[config.mk]
export PLATFORM = sky130hd
export DESIGN_NAME = ssea_aggregator
export DESIGN_NICKNAME = d
export VERILOG_FILES = /design/src/shared/ssea_pkg.sv /design/src/logic/ssea_edge_det.sv /design/src/logic/ssea_aggregator.sv
export VERILOG_INCLUDE_DIRS = /design/src /design/src/shared
export SDC_FILE = /design/constraint.sdc
export NUM_CORES = 1
export LEC_CHECK = 0
export ABC_AREA = 1
export BUFFER_PORTS_ARGS = -buffer_cell sky130_fd_sc_hd__buf_4
export CORE_MARGIN = 2
export CORE_UTILIZATION = 50
export CTS_CLUSTER_SIZE = 28
export DETAILED_ROUTE_END_ITERATION = 8
export PLACE_DENSITY_LB_ADDON = 0.25
export SYNTH_ARGS = -nofsm -noshare
export SYNTH_HDL_FRONTEND = slang
export SYNTH_SLANG_ARGS = --single-unit
export TNS_END_PERCENT = 100
[constraint.sdc]
create_clock -name i_ref_clk -period 1.7 [get_ports i_ref_clk]
set_clock_uncertainty 0.1 [all_clocks]
set_input_delay 0.34 -clock i_ref_clk [delete_from_list [all_inputs] [get_ports i_ref_clk]]
set_output_delay 0.34 -clock i_ref_clk [all_outputs]
set_load 0.02 [all_outputs]
[src/shared/ssea_consts.svh]
// Register offsets, field positions, reset values and bus constants of the
// status/enable aggregator. Assumes word-aligned APB byte addressing.
`ifndef SSEA_CONSTS_SVH
`define SSEA_CONSTS_SVH
`define SSEA_IDX_STS1       8'h10
`define SSEA_IDX_STS2       8'h11
`define SSEA_IDX_STS3       8'h12
`define SSEA_IDX_STS4       8'h13
`define SSEA_IDX_STS5       8'h14
`define SSEA_IDX_GAP        8'h15
`define SSEA_IDX_EN1        8'h16
`define SSEA_IDX_EN2        8'h17
`define SSEA_IDX_EN3        8'h18
`define SSEA_IDX_EN4        8'h19
`define SSEA_IDX_EN5        8'h1a
`define SSEA_IDX_IRQ_STS    8'h20
`define SSEA_IDX_IRQ_MASK   8'h21
`define SSEA_RST_BYTE       8'h00
`define SSEA_STS1_RST       8'h02
`define SSEA_STS2_SRC_MASK  8'h13
`define SSEA_STS2_IR_BIT    2
`define SSEA_STS3_MASK      8'hf7
`define SSEA_STS4_MASK      8'hff
`define SSEA_STS5_MASK      8'hcf
`define SSEA_EN1_MASK       8'h3e
`define SSEA_EN2_MASK       8'hf7
`define SSEA_EN2_WAKE_BIT   5
`define SSEA_EN2_SER_BIT    6
`define SSEA_EN2_PIN_BIT    7
`define SSEA_IRQ_MASK       8'h07
`endif

[src/shared/ssea_pkg.sv]
// Types of the status/enable aggregator.
// Assumes ssea_consts.svh for all numeric constants.
package ssea_pkg;
  typedef struct packed {
    logic [7:0] sts2;
    logic [7:0] sts3;
    logic [7:0] sts4;
    logic [7:0] sts5;
    logic [7:0] en1;
    logic [7:0] en2;
    logic [7:0] en3;
    logic [7:0] en4;
    logic [7:0] en5;
    logic [7:0] irq_sts;
    logic [7:0] irq_mask;
    logic       ir_prev;
    logic [31:0] prdata;
  } ssea_state_t;

  typedef struct packed {
    logic [7:0] prev;
  } ssea_edge_state_t;
endpackage : ssea_pkg

[src/logic/ssea_edge_det.sv]
// Rising-edge detector for a byte of event sources.
// Assumes sources synchronous to i_ref_clk.
`timescale 1ns/100ps
`include "ssea_consts.svh"
module ssea_edge_det
  import ssea_pkg::*;
(
  input  wire logic       i_ref_clk,
  input  wire logic       i_srst,
  input  wire logic [7:0] i_level,
  output logic      [7:0] o_rise
);
  ssea_edge_state_t st;
  ssea_edge_state_t next_st;

  always_comb begin
    next_st.prev = i_level;
  end

  always_ff @(posedge i_ref_clk) begin
    if (i_srst) begin
      st.prev <= `SSEA_RST_BYTE;
    end else begin
      st <= next_st;
    end
  end

  // Pulse is combinational so the event lands in the status the same edge
  assign o_rise = i_level & ~st.prev;
endmodule : ssea_edge_det

[src/logic/ssea_aggregator.sv]
// Interrupt status and enable aggregator with APB register access.
// Assumes sources synchronous to i_ref_clk; APB master per AMBA 3.
`timescale 1ns/100ps
`include "ssea_consts.svh"
module ssea_aggregator
  import ssea_pkg::*;
(
  input  wire logic        i_ref_clk,
  input  wire logic        i_srst,
  input  wire logic        i_psel,
  input  wire logic        i_penable,
  input  wire logic        i_pwrite,
  input  wire logic [11:0] i_paddr,
  input  wire logic [31:0] i_pwdata,
  output logic             o_pready,
  output logic      [31:0] o_prdata,
  output logic             o_pslverr,
  input  wire logic        i_mouse_irq_flag,
  input  wire logic        i_keyboard_irq_flag,
  input  wire logic        i_kbc_port_pin_flag,
  input  wire logic        i_infrared_receive_in,
  input  wire logic        i_infrared_receive_alt_in,
  input  wire logic        i_infrared_select_alt,
  input  wire logic        i_parallel_active,
  input  wire logic        i_parallel_ack_n,
  input  wire logic        i_serial_two_irq_flag,
  input  wire logic        i_serial_one_irq_flag,
  input  wire logic        i_floppy_irq_flag,
  input  wire logic        i_midi_irq_flag,
  input  wire logic [7:0]  i_gp_three_src,
  input  wire logic [7:0]  i_gp_four_src,
  input  wire logic [7:0]  i_gp_five_src,
  output logic             o_group_mgmt_irq,
  output logic             o_mgmt_irq_pin_n,
  output logic             o_group_irq_serial,
  output logic             o_group_irq_wake,
  output logic             o_irq
);
  ssea_state_t st;
  ssea_state_t next_st;

  logic [7:0]  rise3;
  logic [7:0]  rise4;
  logic [7:0]  rise5;
  logic [7:0]  sts1;
  logic [7:0]  sts2_view;
  logic [7:0]  idx;
  logic        wr_en;
  logic        rd_en;
  logic        addr_ok;
  logic        ir_sel;
  logic        ir_edge;
  logic        group;
  logic [7:0]  wbyte;
  logic [7:0]  rd_byte;
  logic [7:0]  evt;

  ssea_edge_det u_edge3 (
    .i_ref_clk (i_ref_clk),
    .i_srst    (i_srst),
    .i_level   (i_gp_three_src),
    .o_rise    (rise3)
  );
  ssea_edge_det u_edge4 (
    .i_ref_clk (i_ref_clk),
    .i_srst    (i_srst),
    .i_level   (i_gp_four_src),
    .o_rise    (rise4)
  );
  ssea_edge_det u_edge5 (
    .i_ref_clk (i_ref_clk),
    .i_srst    (i_srst),
    .i_level   (i_gp_five_src),
    .o_rise    (rise5)
  );

  assign idx     = i_paddr[9:2];
  assign wbyte   = i_pwdata[7:0];
  assign wr_en   = i_psel & i_penable & i_pwrite;
  assign rd_en   = i_psel & i_penable & ~i_pwrite;
  assign addr_ok = (i_paddr[1:0] == 2'h0) && (i_paddr[11:10] == 2'h0) &&
                   (((idx >= `SSEA_IDX_STS1) && (idx <= `SSEA_IDX_EN5)) ||
                    (idx == `SSEA_IDX_IRQ_STS) || (idx == `SSEA_IDX_IRQ_MASK));

  // Parallel flag reads one while the port is off, else follows acknowledge
  assign sts1 = {2'h0, i_midi_irq_flag, i_floppy_irq_flag, i_serial_one_irq_flag,
                 i_serial_two_irq_flag, (~i_parallel_active) | i_parallel_ack_n,
                 1'b0};
  assign sts2_view = {3'h0, i_kbc_port_pin_flag, 1'b0, st.sts2[`SSEA_STS2_IR_BIT],
                      i_keyboard_irq_flag, i_mouse_irq_flag};

  assign ir_sel  = i_infrared_select_alt ? i_infrared_receive_alt_in : i_infrared_receive_in;
  assign ir_edge = ir_sel ^ st.ir_prev;

  // Any enabled pair raises the group line; enable one bits 1..5 gate status one
  assign group = |(sts1 & st.en1 & `SSEA_EN1_MASK) | |(sts2_view & st.en2 & 8'h17) |
                 |(st.sts3 & st.en3) | |(st.sts4 & st.en4) |
                 |(st.sts5 & st.en5);

  always_comb begin
    rd_byte = `SSEA_RST_BYTE;
    unique case (idx)
      `SSEA_IDX_STS1:     rd_byte = sts1;
      `SSEA_IDX_STS2:     rd_byte = sts2_view;
      `SSEA_IDX_STS3:     rd_byte = st.sts3;
      `SSEA_IDX_STS4:     rd_byte = st.sts4;
      `SSEA_IDX_STS5:     rd_byte = st.sts5;
      `SSEA_IDX_GAP:      rd_byte = `SSEA_RST_BYTE;
      `SSEA_IDX_EN1:      rd_byte = st.en1;
      `SSEA_IDX_EN2:      rd_byte = st.en2;
      `SSEA_IDX_EN3:      rd_byte = st.en3;
      `SSEA_IDX_EN4:      rd_byte = st.en4;
      `SSEA_IDX_EN5:      rd_byte = st.en5;
      `SSEA_IDX_IRQ_STS:  rd_byte = st.irq_sts;
      `SSEA_IDX_IRQ_MASK: rd_byte = st.irq_mask;
      default:            rd_byte = `SSEA_RST_BYTE;
    endcase
  end

  // Interrupt events: group level, infrared edge, any status-three..five source rise
  assign evt = {5'h0, |(rise3 | rise4 | rise5), ir_edge, group};

  always_comb begin
    next_st         = st;
    next_st.ir_prev = ir_sel;
    next_st.prdata  = st.prdata;
    if (rd_en) begin
      next_st.prdata = {24'h0, addr_ok ? rd_byte : `SSEA_RST_BYTE};
    end
    // Read clears first so an edge in the same cycle still sets the flag
    if (rd_en && addr_ok && (idx == `SSEA_IDX_STS2)) begin
      next_st.sts2[`SSEA_STS2_IR_BIT] = 1'b0;
    end
    if (ir_edge) begin
      next_st.sts2[`SSEA_STS2_IR_BIT] = 1'b1;
    end
    if (wr_en && addr_ok) begin
      unique case (idx)
        `SSEA_IDX_STS3:     next_st.sts3 = st.sts3 & ~wbyte;
        `SSEA_IDX_STS4:     next_st.sts4 = st.sts4 & ~wbyte;
        `SSEA_IDX_STS5:     next_st.sts5 = st.sts5 & ~wbyte;
        `SSEA_IDX_EN1:      next_st.en1 = wbyte & `SSEA_EN1_MASK;
        `SSEA_IDX_EN2:      next_st.en2 = wbyte & `SSEA_EN2_MASK;
        `SSEA_IDX_EN3:      next_st.en3 = wbyte & `SSEA_STS3_MASK;
        `SSEA_IDX_EN4:      next_st.en4 = wbyte & `SSEA_STS4_MASK;
        `SSEA_IDX_EN5:      next_st.en5 = wbyte & `SSEA_STS5_MASK;
        `SSEA_IDX_IRQ_STS:  next_st.irq_sts = st.irq_sts & ~wbyte;
        `SSEA_IDX_IRQ_MASK: next_st.irq_mask = wbyte & `SSEA_IRQ_MASK;
        default:            next_st.prdata = st.prdata;
      endcase
    end
    // Sets after clears: a source event in the clear cycle survives
    next_st.sts3    = next_st.sts3 | (rise3 & `SSEA_STS3_MASK);
    next_st.sts4    = next_st.sts4 | (rise4 & `SSEA_STS4_MASK);
    next_st.sts5    = next_st.sts5 | (rise5 & `SSEA_STS5_MASK);
    next_st.irq_sts = next_st.irq_sts | evt;
  end

  always_ff @(posedge i_ref_clk) begin
    if (i_srst) begin
      st <= '0;
    end else begin
      st <= next_st;
    end
  end

  assign o_pready           = 1'b1;
  assign o_pslverr          = i_psel & i_penable & ~addr_ok;
  assign o_prdata           = st.prdata;
  assign o_group_mgmt_irq   = group;
  assign o_mgmt_irq_pin_n   = ~(group & st.en2[`SSEA_EN2_PIN_BIT]);
  assign o_group_irq_serial = group & st.en2[`SSEA_EN2_SER_BIT];
  assign o_group_irq_wake   = group & st.en2[`SSEA_EN2_WAKE_BIT];
  assign o_irq              = |(st.irq_sts & st.irq_mask);

  a_sts3_latch: assert property (@(posedge i_ref_clk) disable iff (i_srst)
    (rise3[0] && !i_srst) |=> st.sts3[0]) else $error("status three missed event");
  a_w1c_clear: assert property (@(posedge i_ref_clk) disable iff (i_srst)
    (wr_en && idx == `SSEA_IDX_STS4 && wbyte[1] && !rise4[1]) |=> !st.sts4[1])
    else $error("write one did not clear");
  a_ir_set: assert property (@(posedge i_ref_clk) disable iff (i_srst)
    ir_edge |=> st.sts2[2]) else $error("infrared edge lost");
  a_ir_read_clr: assert property (@(posedge i_ref_clk) disable iff (i_srst)
    (rd_en && idx == `SSEA_IDX_STS2 && !ir_edge) |=> !st.sts2[2])
    else $error("infrared flag not cleared by read");
  a_gap_zero: assert property (@(posedge i_ref_clk) disable iff (i_srst)
    (rd_en && idx == `SSEA_IDX_GAP && i_paddr[1:0] == 2'h0 && i_paddr[11:10] == 2'h0)
    |=> o_prdata == 32'h0) else $error("reserved read not zero");
  a_en1_gate: assert property (@(posedge i_ref_clk) disable iff (i_srst)
    (st.en1 == 8'h0 && st.en2[4:0] == 5'h0 && st.en3 == 8'h0 && st.en4 == 8'h0 &&
     st.en5 == 8'h0) |-> !o_group_mgmt_irq) else $error("group high while gated");
  a_group_any: assert property (@(posedge i_ref_clk) disable iff (i_srst)
    (|(st.sts3 & st.en3)) |-> o_group_mgmt_irq) else $error("group low with pair");
  a_pin_route: assert property (@(posedge i_ref_clk) disable iff (i_srst)
    !o_mgmt_irq_pin_n |-> (group && st.en2[7])) else $error("pin driven unrouted");
  a_src_follow: assert property (@(posedge i_ref_clk) disable iff (i_srst)
    $rose(i_mouse_irq_flag) |-> sts2_view[0]) else $error("mouse bit not following");
  // Checked the edge after a reset edge, so the unknown power-up state never reaches it
  a_reset_zero: assert property (@(posedge i_ref_clk)
    i_srst |=> (st.sts3 == 8'h0 && st.en1 == 8'h0)) else $error("reset not zero");
  a_par_off: assert property (@(posedge i_ref_clk) disable iff (i_srst)
    !i_parallel_active |-> sts1[1]) else $error("parallel flag low while off");

  c_ir_edge:  cover property (@(posedge i_ref_clk) disable iff (i_srst) ir_edge ##1 rd_en);
  c_group:    cover property (@(posedge i_ref_clk) disable iff (i_srst) $rose(group));
  c_w1c:      cover property (@(posedge i_ref_clk) disable iff (i_srst)
    wr_en && idx == `SSEA_IDX_STS5);
  c_irq:      cover property (@(posedge i_ref_clk) disable iff (i_srst) $rose(o_irq));
endmodule : ssea_aggregator

==> implementation parameters <==
Parameter                              Value

Status
  Result of the run    finished, violations left
  Failing checks    setup timing

Clocking
  CTS clock-pin slew for the worst setup and hold paths    70 ps
  Source-to-sink clock delay at the later pin of the worst-skew pair    340 ps
  CTS tree    done
  Clock Tree Root    sky130_fd_sc_hd__clkbuf_16
  Buffers from clock root to sink, at most    2
  Clock net sink count    102
  Level count of the clock H-tree    3
  Number of hold buffers added after cts    0
  Total clock buffers created by CTS    9

Critical path
  Critical Setup Path Class    reg -> out
  Crit path largest cell delay    350 ps
  Kind of end point of the critical path    output port
  CP Max Fanout    4
  Cells along the critical path    nand2_1, nand4_1, nor3_2, nand3_1, nor2_1, buf_4, inv_2, nand2_2, buf_6
  Buffer and inverter count on the worst path    3
  Family of cells with the greatest summed delay on the critical path    simple AND/OR/NAND/NOR gates
  WP data required    1260 ps
  CP max-delay cell    sky130_fd_sc_hd__dfxtp_1
  Data arrival time at the worst-slack endpoint    1580 ps
  Startpoint types    flop

Timing
  Worst-case hold slack    98.2 ps
  Final hold violations    0
  F_max    0.495 GHz
  Post-route setup TNS    -1280 ps
  Unrepaired setup endpoints after global routing    true
  Post-route setup slack    -322 ps
  Final setup viols    5
  Final Max Tran Viols    0
  Final min period    2020 ps
  Final Cycle Share    1.19

Floorplanning
  Overall die area    0.0122 sq mm
  Area inside the core boundary    0.0109 sq mm
  Effective utilization at floorplan    0.519
  Die Width    110 um
  Placement Rows    38
  I/O pins    124
  Die Y-Extent    110 um

Detailed routing
  Vias per cell    5.22
  Final routed wirelength across all metal layers    18000 um
  Wire length per cell    14.9 um
  DRC errors left    0
  Starting DRT DRC Count    515
  Number of nets with antenna violations after detailed routing    0
  DR pass1 iterations    5
  Vias    6290

Yosys
  Most repeated cell in the gate-level netlist after synthesis    sky130_fd_sc_hd__nand2_1
  Post-synth top cells    227 x sky130_fd_sc_hd__nand2_1, 175 x sky130_fd_sc_hd__nor2_1, 105 x sky130_fd_sc_hd__inv_1, 102 x sky130_fd_sc_hd__dfxtp_1, 97 x sky130_fd_sc_hd__nand3_1
  Ys Warns    0
  Netlist cell types    32
  Area of the mapped netlist    0.00567 sq mm
  Number of synthesized register bits    102
  Number of cells produced by synthesis    900
  Leading area contributor after synthesis    sky130_fd_sc_hd__dfxtp_1
  Sequential-to-total area share from yosys stat    0.360
  Share of async-settable or async-resettable flops after synthesis    0
  Main flop type after synthesis    sky130_fd_sc_hd__dfxtp_1
  Average cell area after synthesis    6.30 sq um
  Area share of the leading cell type in the synthesized netlist    0.360
  Number of enable flip-flop cells after synthesis    0
  Dominant cells by area after synthesis    sky130_fd_sc_hd__dfxtp_1 36%, sky130_fd_sc_hd__nand2_1 15%, sky130_fd_sc_hd__nor2_1 12%, sky130_fd_sc_hd__nand3_1 8.6%, sky130_fd_sc_hd__inv_1 7.0%

GRT
  First-pass GRT wire length    28700 um
  Initial antenna violation count    0
  Total global-route track usage    0.290
  Maximum number of pins on one net before global-route repair    37
  Final global-route overflow total    0
  Via count of the first global-routing pass    5817

Place
  Placer's final routability congestion estimate    0.959
  Input/output buffers    74
  Post-place setup slack    -281 ps
  HPWL after detailed placement    13000 um
  Placed insts    1175

Power and ir drop
  Switching part of the total    0.266
  Clock Power Share    0.395
  Power consumption    0.00540 W
  Power spent charging and discharging nets    0.00143 W
  Fraction of power consumed by combinational cells    0.139
  Power Dens Cells    708 mW/mm^2
  Static leakage power    4.02 nW
  Maximum vdd drop    0.600 mV
  Cell internal power dissipation    0.00396 W
  Share of total power in sequential cells    0.466

Final layout
  Nets    1144
  Fraction of layout instances using a drive strength above 1    0.254
  Finished Layout Cells    1204
  # diodes    0
  Post-synthesis to final-layout area growth    34.4%

Run
  Maximum capacitance violations    0

Min path
  Worst min-delay path category    in -> reg
-- sequential cells by signal, indices dropped and copies added (netlist names) --
name / flops
u_edge3.st: 8
o_prdata: 8
u_edge4.st: 8
u_edge5.st: 8
st: 70
-- path summary, 6_finish.rpt --
path | from | to | slack (ps) | cells past startpoint
setup reg to reg | st[112] | st[41] | 300 | 9
hold / removal | i_gp_three_src[4] | u_edge3.st[4] | 100 | 3
hold reg to reg | st[46] | st[46] | 340 | 2
setup / recovery | st[112] | o_mgmt_irq_pin_n | -320 | 9
-- tightest hold or removal path: cells and delay by family --
family | cells | cell delay (ps)
buffers and inverters | 2 | 110
AND/OR/NAND/NOR | 1 | 60
-- placed cells by master (no fill, tap or decap), types with 9 or more instances in the layout --
master and n:
sky130_fd_sc_hd__nor2_1 166, sky130_fd_sc_hd__nand3_1 97, sky130_fd_sc_hd__clkbuf_16 9, sky130_fd_sc_hd__inv_1 100
sky130_fd_sc_hd__a21oi_1 32, sky130_fd_sc_hd__nand2_1 213, sky130_fd_sc_hd__nand4_1 30, sky130_fd_sc_hd__conb_1 25
sky130_fd_sc_hd__or2_2 10, sky130_fd_sc_hd__o21ai_0 17, sky130_fd_sc_hd__buf_4 175, sky130_fd_sc_hd__dfxtp_1 99
sky130_fd_sc_hd__buf_12 9
-- what timing repair did --
action | in CTS | in global routing
gates cloned | 0 | 0
setup buffers | 7 | 6
setup endpoints to repair | 5 | 30
resized for setup | 28 | 38
pin swaps | 12 | 20
-- kinds of logic after synthesis --
| family | Yosys count | synth area share |
|---|---|---|
| AOI/OAI and AO/OA | 56 | 0.0545 |
| xor gates and xnor gates | 1 | 0.00154 |
| buffers and inverters | 177 | 0.147 |
| DFF | 102 | 0.360 |
| muxes | 1 | 0.00177 |
| other | 2 | 0.00132 |
| and+or+nand+nor | 561 | 0.434 |
-- through the flow --
step	util	cell area, sq um
detailed placement	0.641	7000
CTS	0.681	7440
global route	0.697	7620
floorplan	-	5790
finish	0.697	7620
global placement	0.641	7000
-- final cells by class --
| type | count | area [sq um] |
|---|---|---|
| fill | 953 | 3320 |
| multi-input combinational | 644 | 3060 |
| sequential | 102 | 2050 |
| timing repair buffer | 193 | 1600 |
| inverter | 109 | 437 |
| clock buffer | 10 | 229 |
| tap | 140 | 175 |
| clock inverter | 6 | 76.3 |
-- power by group through the flow --
stage / Sequential (W) / Clock [W] / Combinational, W
after floorplan: 0.00256 / 0 / 0.000365
final: 0.00251 / 0.00213 / 0.000749
after global placement: 0.00257 / 0 / 0.000662
after global routing: 0.00252 / 0.00225 / 0.000817
after detailed placement: 0.00257 / 0 / 0.000670
after CTS: 0.00251 / 0.00216 / 0.000700
-- layer usage --
metal  routed length, um  vias up  global-route usage
met3                1500       68              0.0516
met1                7090     2829               0.362
met4                 947        0               0.148
li1                    -     3081                   -
met2                8460      312               0.480
met5                   0        -                   0
Power figures use the tool's default switching activity.
